`config.mk`:
```
export PLATFORM = sky130hd
export DESIGN_NAME = dsrb_top
export DESIGN_NICKNAME = d
export VERILOG_FILES = /design/src/include/dsrb_pkg.sv /design/src/rtl/dsrb_top.sv
export SDC_FILE = /design/constraint.sdc
export NUM_CORES = 2
export LEC_CHECK = 0
export BUFFER_PORTS_ARGS = -buffer_cell sky130_fd_sc_hd__buf_2
export CAP_MARGIN = 40
export CELL_PAD_IN_SITES_DETAIL_PLACEMENT = 0
export CELL_PAD_IN_SITES_GLOBAL_PLACEMENT = 1
export CORE_UTILIZATION = 48
export CTS_CLUSTER_DIAMETER = 40
export DETAILED_ROUTE_END_ITERATION = 10
export PLACE_DENSITY = 0.78
export SYNTH_ARGS = -nofsm -noshare
export SYNTH_HDL_FRONTEND = slang
export SYNTH_SLANG_ARGS = --single-unit
```
`constraint.sdc`:
```
create_clock -name pclk -period 2.8 [get_ports pclk]
set_input_delay 0.56 -clock pclk [delete_from_list [all_inputs] [get_ports pclk]]
set_output_delay 0.56 -clock pclk [all_outputs]
set_load 0.1 [all_outputs]
```
`src/include/dsrb_pkg.sv`:
```
//------------------------------------------------------------------------------
//------------------------------------------------------------------------------
package dsrb_pkg;

    // -------------------------------------------------------------------------
    // Register indices; byte address is four times the index.
    // -------------------------------------------------------------------------
    localparam logic [5:0] IDX_TILE_CELL_OSC = 6'h07;
    localparam logic [5:0] IDX_TILE_WIRE_OSC = 6'h08;
    localparam logic [5:0] IDX_PERIPH_CELL_OSC = 6'h09;
    localparam logic [5:0] IDX_PERIPH_WIRE_OSC = 6'h0A;
    localparam logic [5:0] IDX_MEMORY_SIZE = 6'h0C;
    localparam logic [5:0] IDX_STATUS_WORD = 6'h10;
    localparam logic [5:0] IDX_PROGRAM_COUNTER = 6'h11;
    localparam logic [5:0] IDX_STACK_POINTER = 6'h12;
    localparam logic [5:0] IDX_FETCH_THREAD = 6'h13;
    localparam logic [5:0] IDX_FETCH_REGISTER = 6'h14;
    localparam logic [5:0] IDX_HALT_CAUSE = 6'h15;
    localparam logic [5:0] IDX_HALT_CAUSE_DATA = 6'h16;
    localparam logic [5:0] IDX_THREAD_HALT_MASK = 6'h18;
    localparam logic [5:0] IDX_SCRATCH_BASE = 6'h20;
    localparam logic [5:0] IDX_BREAK_BASE = 6'h30;
    localparam logic [5:0] IDX_BREAK_ENABLE = 6'h34;
    localparam logic [5:0] IDX_EVENT_STATUS = 6'h38;
    localparam logic [5:0] IDX_EVENT_MASK = 6'h39;

    // -------------------------------------------------------------------------
    // Field layouts and values.
    // -------------------------------------------------------------------------
    localparam int OSC_COUNT_W = 16;
    localparam int OSC_NUM = 4;
    localparam logic [31:0] MEMORY_SIZE_BYTES = 32'h0004_0000;
    localparam logic [31:0] MEMORY_SIZE_MASK = 32'hFFFF_FFFC;
    localparam logic [10:0] STATUS_CAPTURE_MASK = 11'h7DF;
    localparam logic [10:0] STATUS_WRITE_MASK = 11'h6DF;
    localparam int STATUS_DUAL_ISSUE_BIT = 8;
    localparam int CAUSE_POINT_LSB = 16;
    localparam int CAUSE_THREAD_LSB = 8;
    localparam logic [2:0] CAUSE_NONE = 3'h0;
    localparam logic [2:0] CAUSE_HOST = 3'h1;
    localparam logic [2:0] CAUSE_CALL = 3'h2;
    localparam logic [2:0] CAUSE_CODE_BREAK = 3'h3;
    localparam logic [2:0] CAUSE_DATA_WATCH = 3'h4;
    localparam logic [2:0] CAUSE_RESOURCE_WATCH = 3'h5;
    localparam int SCRATCH_NUM = 8;
    localparam int BREAK_NUM = 4;
    localparam int EVENT_ENTRY_BIT = 0;
    localparam int EVENT_CAUSE_BIT = 1;
    localparam int EVENT_BREAK_BIT = 2;
    localparam int OSC_STOP_CYCLES = 10;

endpackage : dsrb_pkg

```
`src/rtl/dsrb_top.sv`:
```
// Chosen here: register access over APB.
`timescale 1ns/1ps
module dsrb_top (
    // Clock, reset and clock enable
    input wire logic pclk,
    input wire logic presetn,
    input wire logic clk_en,
    // APB slave
    input wire logic psel,
    input wire logic penable,
    input wire logic pwrite,
    input wire logic [7:0] paddr,
    input wire logic [31:0] pwdata,
    output logic pready,
    output logic [31:0] prdata,
    output logic pslverr,
    // Ring oscillator edges, asynchronous to pclk
    input wire logic [dsrb_pkg::OSC_NUM-1:0] osc_clk_in,
    // Debug handler entry
    input wire logic dbg_enter,
    input wire logic [31:0] saved_status_word,
    input wire logic [31:0] saved_program_counter,
    input wire logic [31:0] saved_stack_pointer,
    // Debug interrupt report
    input wire logic dbg_event,
    input wire logic [2:0] dbg_cause,
    input wire logic [7:0] dbg_thread,
    input wire logic [3:0] dbg_point_hits,
    input wire logic [31:0] dbg_data,
    // Remote register fetch operands
    output logic [7:0] fetch_thread,
    output logic [4:0] fetch_register,
    // Thread halting
    input wire logic in_debug_mode,
    output logic [7:0] thread_halt,
    // Code breakpoint compare
    input wire logic pc_valid,
    input wire logic [31:0] thread_pc,
    output logic [dsrb_pkg::BREAK_NUM-1:0] ibreak_hit,
    // Scratch port of the tile configuration space
    input wire logic cfg_scratch_we,
    input wire logic [2:0] cfg_scratch_idx,
    input wire logic [31:0] cfg_scratch_wdata,
    output logic [31:0] cfg_scratch_rdata,
    // Interrupt
    output logic irq
);
    import dsrb_pkg::*;

    //--------------------------------------------------------------------------
    // APB decode
    //--------------------------------------------------------------------------
    logic rd_ok_q;
    logic [31:0] prdata_q;
    logic pslverr_q;
    wire [5:0] idx = paddr[7:2];
    wire apb_done = psel && penable && pready;
    wire wr_en = apb_done && pwrite;
    wire is_osc = (idx >= IDX_TILE_CELL_OSC) && (idx <= IDX_PERIPH_WIRE_OSC);
    wire is_scratch = (idx >= IDX_SCRATCH_BASE) && (idx < IDX_SCRATCH_BASE + 6'h08);
    wire is_break = (idx >= IDX_BREAK_BASE) && (idx < IDX_BREAK_BASE + 6'h04);
    wire [1:0] osc_sel = 2'(idx - IDX_TILE_CELL_OSC);
    wire [2:0] scr_sel = 3'(idx - IDX_SCRATCH_BASE);
    wire [1:0] brk_sel = 2'(idx - IDX_BREAK_BASE);
    wire mapped = is_osc || is_scratch || is_break || (idx == IDX_MEMORY_SIZE)
        || ((idx >= IDX_STATUS_WORD) && (idx <= IDX_HALT_CAUSE_DATA))
        || (idx == IDX_THREAD_HALT_MASK) || (idx == IDX_BREAK_ENABLE)
        || (idx == IDX_EVENT_STATUS) || (idx == IDX_EVENT_MASK);

    // Read data is taken one cycle ahead, so the access phase answers at once.
    assign pready = psel && penable && clk_en && rd_ok_q;
    assign prdata = prdata_q;
    assign pslverr = pready && pslverr_q;

    //--------------------------------------------------------------------------
    // Ring oscillator counters
    //--------------------------------------------------------------------------
    logic [OSC_NUM-1:0] osc_s1_q, osc_s2_q, osc_s3_q, osc_lvl_q;
    // Counts power up at zero and no reset touches them afterwards.
    logic [OSC_COUNT_W-1:0] osc_cnt_q [OSC_NUM] = '{default: '0};
    wire [OSC_NUM-1:0] osc_agree = ~(osc_s2_q ^ osc_s3_q);
    wire [OSC_NUM-1:0] osc_rise = osc_agree & osc_s3_q & ~osc_lvl_q;

    always_ff @(posedge pclk or negedge presetn) begin
        if (!presetn) begin
            osc_s1_q <= '0;
            osc_s2_q <= '0;
            osc_s3_q <= '0;
            osc_lvl_q <= '0;
        end else if (clk_en) begin
            osc_s1_q <= osc_clk_in;
            osc_s2_q <= osc_s1_q;
            osc_s3_q <= osc_s2_q;
            osc_lvl_q <= (osc_agree & osc_s3_q) | (~osc_agree & osc_lvl_q);
        end
    end

    // The counts have no reset so they live through a system reset.
    always_ff @(posedge pclk) begin
        for (int i = 0; i < OSC_NUM; i++) begin
            if (clk_en && osc_rise[i]) begin
                osc_cnt_q[i] <= osc_cnt_q[i] + 16'h0001;
            end
        end
    end

    //--------------------------------------------------------------------------
    // Captured thread state and debug cause
    //--------------------------------------------------------------------------
    logic [10:0] status_q;
    logic [31:0] pc_q, sp_q, cause_data_q;
    logic [7:0] fetch_thread_q, halt_mask_q, cause_thread_q;
    logic [4:0] fetch_reg_q;
    logic [2:0] cause_q;
    logic [1:0] cause_point_q;

    function automatic logic [1:0] lowest_hit(input logic [3:0] hits);
        logic [1:0] n;
        n = 2'h0;
        for (int i = 3; i >= 0; i--) begin
            if (hits[i]) begin
                n = 2'(i);
            end
        end
        return n;
    endfunction : lowest_hit

    wire host_or_call = (dbg_cause == CAUSE_HOST) || (dbg_cause == CAUSE_CALL);
    wire watch_cause = (dbg_cause == CAUSE_DATA_WATCH) || (dbg_cause == CAUSE_RESOURCE_WATCH);
    wire [1:0] point_d = host_or_call ? 2'h0 : lowest_hit(dbg_point_hits);
    wire [7:0] thread_d = (dbg_cause == CAUSE_HOST) ? 8'h00 : dbg_thread;
    wire [10:0] status_wr = (status_q & ~STATUS_WRITE_MASK)
        | (pwdata[10:0] & STATUS_WRITE_MASK);

    // Hardware capture takes priority over a software write in the same cycle.
    always_ff @(posedge pclk or negedge presetn) begin
        if (!presetn) begin
            status_q <= '0;
            pc_q <= '0;
            sp_q <= '0;
        end else if (clk_en && dbg_enter) begin
            status_q <= saved_status_word[10:0] & STATUS_CAPTURE_MASK;
            pc_q <= saved_program_counter;
            sp_q <= saved_stack_pointer;
        end else if (wr_en) begin
            status_q <= (idx == IDX_STATUS_WORD) ? status_wr : status_q;
            pc_q <= (idx == IDX_PROGRAM_COUNTER) ? pwdata : pc_q;
            sp_q <= (idx == IDX_STACK_POINTER) ? pwdata : sp_q;
        end
    end

    always_ff @(posedge pclk or negedge presetn) begin
        if (!presetn) begin
            cause_q <= CAUSE_NONE;
            cause_point_q <= '0;
            cause_thread_q <= '0;
            cause_data_q <= '0;
        end else if (clk_en && dbg_event) begin
            cause_q <= dbg_cause;
            cause_point_q <= point_d;
            cause_thread_q <= thread_d;
            cause_data_q <= watch_cause ? dbg_data : cause_data_q;
        end else if (wr_en && (idx == IDX_HALT_CAUSE)) begin
            cause_q <= pwdata[2:0];
            cause_point_q <= pwdata[17:16];
            cause_thread_q <= pwdata[15:8];
        end else if (wr_en && (idx == IDX_HALT_CAUSE_DATA)) begin
            cause_data_q <= pwdata;
        end
    end

    always_ff @(posedge pclk or negedge presetn) begin
        if (!presetn) begin
            fetch_thread_q <= '0;
            fetch_reg_q <= '0;
            halt_mask_q <= '0;
        end else if (wr_en) begin
            fetch_thread_q <= (idx == IDX_FETCH_THREAD) ? pwdata[7:0] : fetch_thread_q;
            fetch_reg_q <= (idx == IDX_FETCH_REGISTER) ? pwdata[4:0] : fetch_reg_q;
            halt_mask_q <= (idx == IDX_THREAD_HALT_MASK) ? pwdata[7:0] : halt_mask_q;
        end
    end

    assign fetch_thread = fetch_thread_q;
    assign fetch_register = fetch_reg_q;

    // A halted thread is held whenever the core is not in debug mode.
    logic [7:0] thread_halt_q;
    always_ff @(posedge pclk or negedge presetn) begin
        if (!presetn) begin
            thread_halt_q <= '0;
        end else if (clk_en) begin
            thread_halt_q <= in_debug_mode ? 8'h00 : halt_mask_q;
        end
    end
    assign thread_halt = thread_halt_q;

    //--------------------------------------------------------------------------
    // Scratch words
    //--------------------------------------------------------------------------
    // The APB write wins if both ports hit the same word in one cycle.
    logic [31:0] scratch_q [SCRATCH_NUM];
    logic [31:0] cfg_rdata_q;
    always_ff @(posedge pclk or negedge presetn) begin
        if (!presetn) begin
            for (int i = 0; i < SCRATCH_NUM; i++) begin
                scratch_q[i] <= '0;
            end
            cfg_rdata_q <= '0;
        end else if (clk_en) begin
            if (cfg_scratch_we) begin
                scratch_q[cfg_scratch_idx] <= cfg_scratch_wdata;
            end
            if (wr_en && is_scratch) begin
                scratch_q[scr_sel] <= pwdata;
            end
            cfg_rdata_q <= scratch_q[cfg_scratch_idx];
        end
    end
    assign cfg_scratch_rdata = cfg_rdata_q;

    //--------------------------------------------------------------------------
    // Code breakpoints
    //--------------------------------------------------------------------------
    logic [31:0] brk_addr_q [BREAK_NUM];
    logic [BREAK_NUM-1:0] brk_en_q, ibreak_hit_q;
    logic [BREAK_NUM-1:0] brk_match;
    for (genvar g = 0; g < BREAK_NUM; g++) begin : g_brk
        assign brk_match[g] = pc_valid && brk_en_q[g] && (thread_pc == brk_addr_q[g]);
    end

    always_ff @(posedge pclk or negedge presetn) begin
        if (!presetn) begin
            for (int i = 0; i < BREAK_NUM; i++) begin
                brk_addr_q[i] <= '0;
            end
            brk_en_q <= '0;
            ibreak_hit_q <= '0;
        end else if (clk_en) begin
            ibreak_hit_q <= brk_match;
            if (wr_en && is_break) begin
                brk_addr_q[brk_sel] <= pwdata;
            end
            if (wr_en && (idx == IDX_BREAK_ENABLE)) begin
                brk_en_q <= pwdata[3:0];
            end
        end
    end
    assign ibreak_hit = ibreak_hit_q;

    //--------------------------------------------------------------------------
    // Event status and interrupt
    //--------------------------------------------------------------------------
    logic [2:0] ev_status_q, ev_mask_q;
    wire [2:0] ev_set = {|brk_match, dbg_event, dbg_enter};
    wire [2:0] ev_clr = (wr_en && (idx == IDX_EVENT_STATUS)) ? pwdata[2:0] : 3'h0;

    // A new event in the clearing cycle keeps its bit set.
    always_ff @(posedge pclk or negedge presetn) begin
        if (!presetn) begin
            ev_status_q <= '0;
            ev_mask_q <= '0;
        end else if (clk_en) begin
            ev_status_q <= (ev_status_q & ~ev_clr) | ev_set;
            if (wr_en && (idx == IDX_EVENT_MASK)) begin
                ev_mask_q <= pwdata[2:0];
            end
        end
    end
    assign irq = |(ev_status_q & ev_mask_q);

    //--------------------------------------------------------------------------
    // Read path
    //--------------------------------------------------------------------------
    wire [31:0] rd_word =
        is_osc ? {16'h0000, osc_cnt_q[osc_sel]} :
        (idx == IDX_MEMORY_SIZE) ? (MEMORY_SIZE_BYTES & MEMORY_SIZE_MASK) :
        (idx == IDX_STATUS_WORD) ? {21'h000000, status_q} :
        (idx == IDX_PROGRAM_COUNTER) ? pc_q :
        (idx == IDX_STACK_POINTER) ? sp_q :
        (idx == IDX_FETCH_THREAD) ? {24'h000000, fetch_thread_q} :
        (idx == IDX_FETCH_REGISTER) ? {27'h0000000, fetch_reg_q} :
        (idx == IDX_HALT_CAUSE) ? {14'h0000, cause_point_q, cause_thread_q, 5'h00, cause_q} :
        (idx == IDX_HALT_CAUSE_DATA) ? cause_data_q :
        (idx == IDX_THREAD_HALT_MASK) ? {24'h000000, halt_mask_q} :
        is_scratch ? scratch_q[scr_sel] :
        is_break ? brk_addr_q[brk_sel] :
        (idx == IDX_BREAK_ENABLE) ? {28'h0000000, brk_en_q} :
        (idx == IDX_EVENT_STATUS) ? {29'h00000000, ev_status_q} :
        (idx == IDX_EVENT_MASK) ? {29'h00000000, ev_mask_q} : 32'h0000_0000;

    always_ff @(posedge pclk or negedge presetn) begin
        if (!presetn) begin
            rd_ok_q <= 1'b0;
            prdata_q <= '0;
            pslverr_q <= 1'b0;
        end else if (clk_en) begin
            rd_ok_q <= psel && !apb_done;
            if (psel && !apb_done) begin
                prdata_q <= rd_word;
                pslverr_q <= !mapped;
            end
        end
    end

    wire rd_setup = psel && !penable && !pwrite && clk_en && !apb_done;
endmodule : dsrb_top

```
==> Yosys cells after proc, flatten, opt, wreduce, memory -nomap -nowiden <==
Memories as Yosys holds them, arrays and structs flattened.
Index checks and enable logic that the tools add are counted.
{ "totals": {"register_bits": 629, "ramBits": 64, "input_bits": 265, "output_inout_bits": 92, "wordCells": 232, "mem_count": 1} }
{ "op_classes": {"add_sub_neg": 7, "magnitude_cmp": 14, "n_eq_ne": 22, "muxes": 71, "bitwise_logic": 16, "reduce_logical": 66} }
{ "mem_list": {"columns": ["name", "words", "width", "rd", "rd_ports_with_merged_regs", "wr", "line", "rtl"], "rows": [
  ["osc_cnt_q", 4, 16, 5, 0, 4, "dsrb_top.sv:80", "logic [OSC_COUNT_W-1:0] osc_cnt_q [OSC_NUM] = '{default: '0};"]
]} }
{ "ops": {"columns": ["cell", "n"], "rows": [
  ["$mux W32", 31],
  ["$mux W256", 3],
  ["$bwmux W256", 2],
  ["$bmux W32 S3", 2],
  ["$demux W32 S3", 2],
  ["$bwmux W128", 1],
  ["$eq A32 B32 Y1", 4],
  ["$add A16 B1 Y16 const B", 4],
  ["$bmux W32 S2", 1],
  ["$demux W32 S2", 1],
  ["$eq A6 B5 Y1 const B", 8],
  ["$logic_and A1 B1 Y1", 35],
  ["$mux W11", 3],
  ["$mux W8", 4],
  ["$reduce_and A2 Y1", 10],
  ["$eq A6 B6 Y1 const B", 3],
  ["$mux W3", 5],
  ["$mux W2", 7],
  ["$and A4 B4 Y4", 3],
  ["$ge A6 B6 Y1 const B", 2],
  ["$lt A6 B6 Y1 const B", 2],
  ["$not A4 Y4", 3],
  ["$reduce_bool A2 Y1", 6],
  ["$or A9 B11 Y11", 1],
  ["30 further kinds", 53]
]} }

==> Longest topological paths before layout <==
{ "depth": {"word_depth": 17, "depth_mapped": 14} }

==> Worst setup path before layout <==
Ideal clock, no wire load.
{ "synth_path": {"path_kind": "in2reg", "from": "input port paddr[2]", "to": "register prdata_q[10], in the netlist prdata[10]", "arrival_ns": 3.075, "t_required_ns": 2.672, "path_slack_ns": -0.404, "cell_stages": 11, "path_cell_list": "buf_2 > buf_4 > inv_1 > buf_2 > buf_1 > ha_1 > buf_1 > clkbuf_1 > mux4_2 > a221oi_1 > o22ai_1"} }
{ "synth_via": {"elab_chain_len": 17} }
{ "synth_rtl": {"columns": ["element", "line", "rtl"], "rows": [
  ["from (decl)", "dsrb_top.sv:12", "input wire logic [7:0] paddr,"],
  ["parallel branches: the longest is 16 deep, another holds $sub A3 B1 Y3", null, null],
  ["$mux W32 (*)", "dsrb_top.sv:276", "is_osc ? {16'h0000, osc_cnt_q[osc_sel]} :"],
  ["to (signal assigned)", "dsrb_top.sv:300", "prdata_q <= rd_word;"],
  ["to (decl)", "dsrb_top.sv:54", "logic [31:0] prdata_q;"]
]} }
Every way passes the cells marked *. The select of a mux whose other input is x is not followed.
A chain may end at the register's enable or synchronous reset.

==> Worst setup path in the final report <==
{ "layout_path": {"from": "register ev_status_q[2]", "to": "output port irq"} }
{ "layout_via": {"elab_chain_len": 2} }
{ "layout_rtl": {"columns": ["element", "line", "rtl"], "rows": [
  ["from (decl)", "dsrb_top.sv:254", "logic [2:0] ev_status_q, ev_mask_q;"],
  ["from (signal assigned)", "dsrb_top.sv:264", "ev_status_q <= (ev_status_q & ~ev_clr) | ev_set;"],
  ["$and A3 B3 Y3", "dsrb_top.sv:270", "assign irq = |(ev_status_q & ev_mask_q);"],
  ["$reduce_or A3 Y1", "dsrb_top.sv:270", null],
  ["to (decl)", "dsrb_top.sv:46", "output logic irq"]
]} }
Every way passes these cells.

==> flow_summary.toml <==
[die]
initial_utilization = 0.485
core_area_mm2 = 0.0775
die_w_um = 282
rows = 102
ioPinCount = 357
die_area_mm2 = 0.0794
die_h_um = 282

[finish]
post-route-cell-area_mm2 = 0.0459
layout.nets = 4193
synthToLayoutAreaGrowth_pct = 22.0
drive_above_1_share = 0.253

[min_path]
worstHoldPathType = "input port to flip-flop"

[logic_synthesis]
ys_seq_elements = 692
ys_warn_count = 0
syn_avg_cell_area_um2 = 10.5
synth_nets = 3854
synthTopCellsByCount = "628 x dfrtp_1, 386 x nor2_1, 372 x a21oi_1"
yosysTopAreaCellShare = 0.418
ys.flop_type = "dfrtp_1"
synth_edf_count = 64
async_reset_ff_frac = 0.908
synth_top_cell_by_area = "dfrtp_1"
netlist_area_mm2 = 0.0376
post-synth-top-count-cell = "dfrtp_1"
yosysUniqueCellTypes = 81
ys_seq_area_frac = 0.469
synthCells = 3577
synthTopCellsByArea = "dfrtp_1 42%, mux4_2 9.3%, edfxtp_1 5.1%"

[status]
outcome = "completed"

[clocking]
cts-htree-levels = 3
insertion_delay_ns = 0.69
numClockSinks = 692
clockBufferDepth = 3
clockRootBuffer = "clkbuf_16"
cts_tree = "yes"
clk_pin_slew_ns = 0.06
postCtsResizedCells = 0
cts_buffers = 113

[setup_path]
rr_endpoint = "prdata[1]"
worst_setup_path_start_kind = "flip-flop"
reg2reg_setup_slack_ns = 0.38
critical_path_buf_inv_count = 3
critPathSlowestCell = "dfrtp_1"
crit_family = "buffers and inverters"
cp.arrival_ns = 2.04
cp-end-kind = "output pin"
cp_slowest_stage_delay_ns = 0.42
reg2reg_depth = 8
worstSetupPathDepth = 4
critPathLaunch = "ev_status_q[2]"
path_cells = "a222oi_1 > buf_4 > inv_1 > buf_2"
timing.rr.start = "scratch_q[1]"
required_ns = 2.24
cp_max_fo = 3
worst-setup-path-type = "flip-flop to output pin"
cp-endpoint = "irq"

[drt]
firstDrtPassIters = 6
via_per_inst = 6.54
routed_wl_um = 148000
route.met2.wl_um = 66200
drtIter0Drc = 4330
wl_per_cell_um = 29.2
met1Wirelength_um = 57500
dr_total_vias = 33095
routed.top_layer = "met5"
ant_nets = 0
wl_met3_um = 16700
drc = 0

[global_route]
gr-total-overflow = 0
grt_usage = 0.369
grt_max_degree = 100
antenna_found_initial = 27
grt_pass1_wl_um = 214000
grt_pass1_vias = 32096

[placement]
gp_congestion = 1.00
dpl-instance-area_mm2 = 0.0419
dp_hpwl_um = 101000
port_buffers = 332

[power]
pwr-share-clk = 0.427
power.total_mw = 33.8
swShare = 0.318
cellPowerDensity_mw_per_mm2 = 737
peakVddDrop_mv = 0.584
p_comb_frac = 0.193
seq_power_share = 0.380
power_switching_mw = 10.7
p_int_mw = 23.0
cellLeakagePower_nw = 20.6

[timing]
skew_ns = 0.0301
hold_viol_final = 0
max_freq_ghz = 0.384
post-route-period-util = 0.930
timing.slew.headroom = 0.456
slew_viol_final = 0
period_needed_ns = 2.60
setup_violations = 0
grt_setup_unrepaired = "false"
tightest_slew_ns = 0.816

[flow_run]
drv_cap = 0
## metal layers
layer / up-vias / GRT usage
met4: 18 / 0.174
met2: 2138 / 0.555
met5: - / 0
met3: 423 / 0.0954
met1: 16571 / 0.497
li1: 13945 / -
## through the flow
stage	utilization	cells	setup TNS [ns]	hold slack, ns	worst slack [ns]
after floorplan	-	3577	0	0.264	0.0110
after CTS	0.592	5052	0	0.0562	0.202
after global placement	0.541	4840	-0.0754	0.470	-0.0754
after detailed placement	0.541	4840	-0.0481	0.475	-0.0481
after global routing	0.592	5056	0	0.0814	0.168
final	0.592	5063	0	0.0791	0.196
## worst min path at each step
stage,startpoint,endpoint,slack (ns),cells past startpoint
6_report,saved_stack_pointer[7],sp_q[7],0.08,3
5_1_grt,saved_stack_pointer[9],sp_q[9],0.08,3
4_1_cts,saved_program_counter[0],pc_q[0],0.06,3
3_5_place_dp,thread_halt[6],thread_halt[6],0.47,1
3_3_place_gp,thread_halt[1],thread_halt[1],0.47,1
2_1_floorplan,presetn,brk_addr_q[0],0.26,0
## logic make-up (layout without fill, tap and decap cells)
family,after synthesis,count (layout),share of synthesized area
flip-flops,692,692,0.469
multiplexers,491,491,0.188
AND/OR/NAND/NOR,856,856,0.100
buffers and inverters,373,808,0.0414
adder cells (fa/ha/maj),12,12,0.00399
XOR/XNOR,185,185,0.0431
AO/OA/AOI/OAI,968,968,0.154
other,0,11,0
## area by class of cell
| class | count | area (µm²) |
|---|---|---|
| Antenna cell | 11 | 27.5 |
| Clock buffer | 133 | 2990 |
| Clock inverter | 78 | 922 |
| Fill cell | 6585 | 31600 |
| Inverter | 16 | 60.1 |
| Multi-Input combinational cell | 2512 | 18500 |
| Sequential cell | 692 | 17600 |
| Tap cell | 1040 | 1300 |
| Timing Repair Buffer | 581 | 4400 |
## power groups by stage
stage	clock network, mW	logic [mW]	registers [mW]
6_report	14.4	6.53	12.8
4_1_cts	14.5	6.48	12.8
2_1_floorplan	0	3.22	13.8
3_5_place_dp	0	6.44	12.9
3_3_place_gp	0	6.33	12.9
5_1_grt	14.9	6.95	13.0
## flip-flops by register name, summed over array words and instances, names as in the netlist, 10 cells and up
register           count
cfg_scratch_rdata     32
prdata                32
scratch_q            256
osc_cnt_q             64
status_q              10
brk_addr_q           128
cause_data_q          32
sp_q                  32
pc_q                  32
## placed cells by master, fill, tap and decap left out, types with 131 or more instances in the layout
cell     Yosys  layout
buf_4       10     187
xor2_1     131     131
o21ai_0    135     135
a21oi_1    372     369
nor2_1     386     383
dfrtp_1    628     628
mux2i_1    162     162
nand2_1    246     243
o22ai_1    274     274
mux4_2     155     155
buf_2       89     324
## worst reg2reg max path, stage by stage (launching register included)
cell,delay (ns)
dfrtp_1,0.39
mux2i_1,0.10
mux4_2,0.45
o21ai_0,0.37
buf_4,0.18
o211a_1,0.21
a2111oi_0,0.08
buf_4,0.15
o41ai_1,0.37
## what timing repair did
item,in CTS,in global routing
endpoints found under the hold margin,36,0
buffers inserted,0,0
hold buffers,1,0
Note: power is estimated with default switching activity, not from simulation.
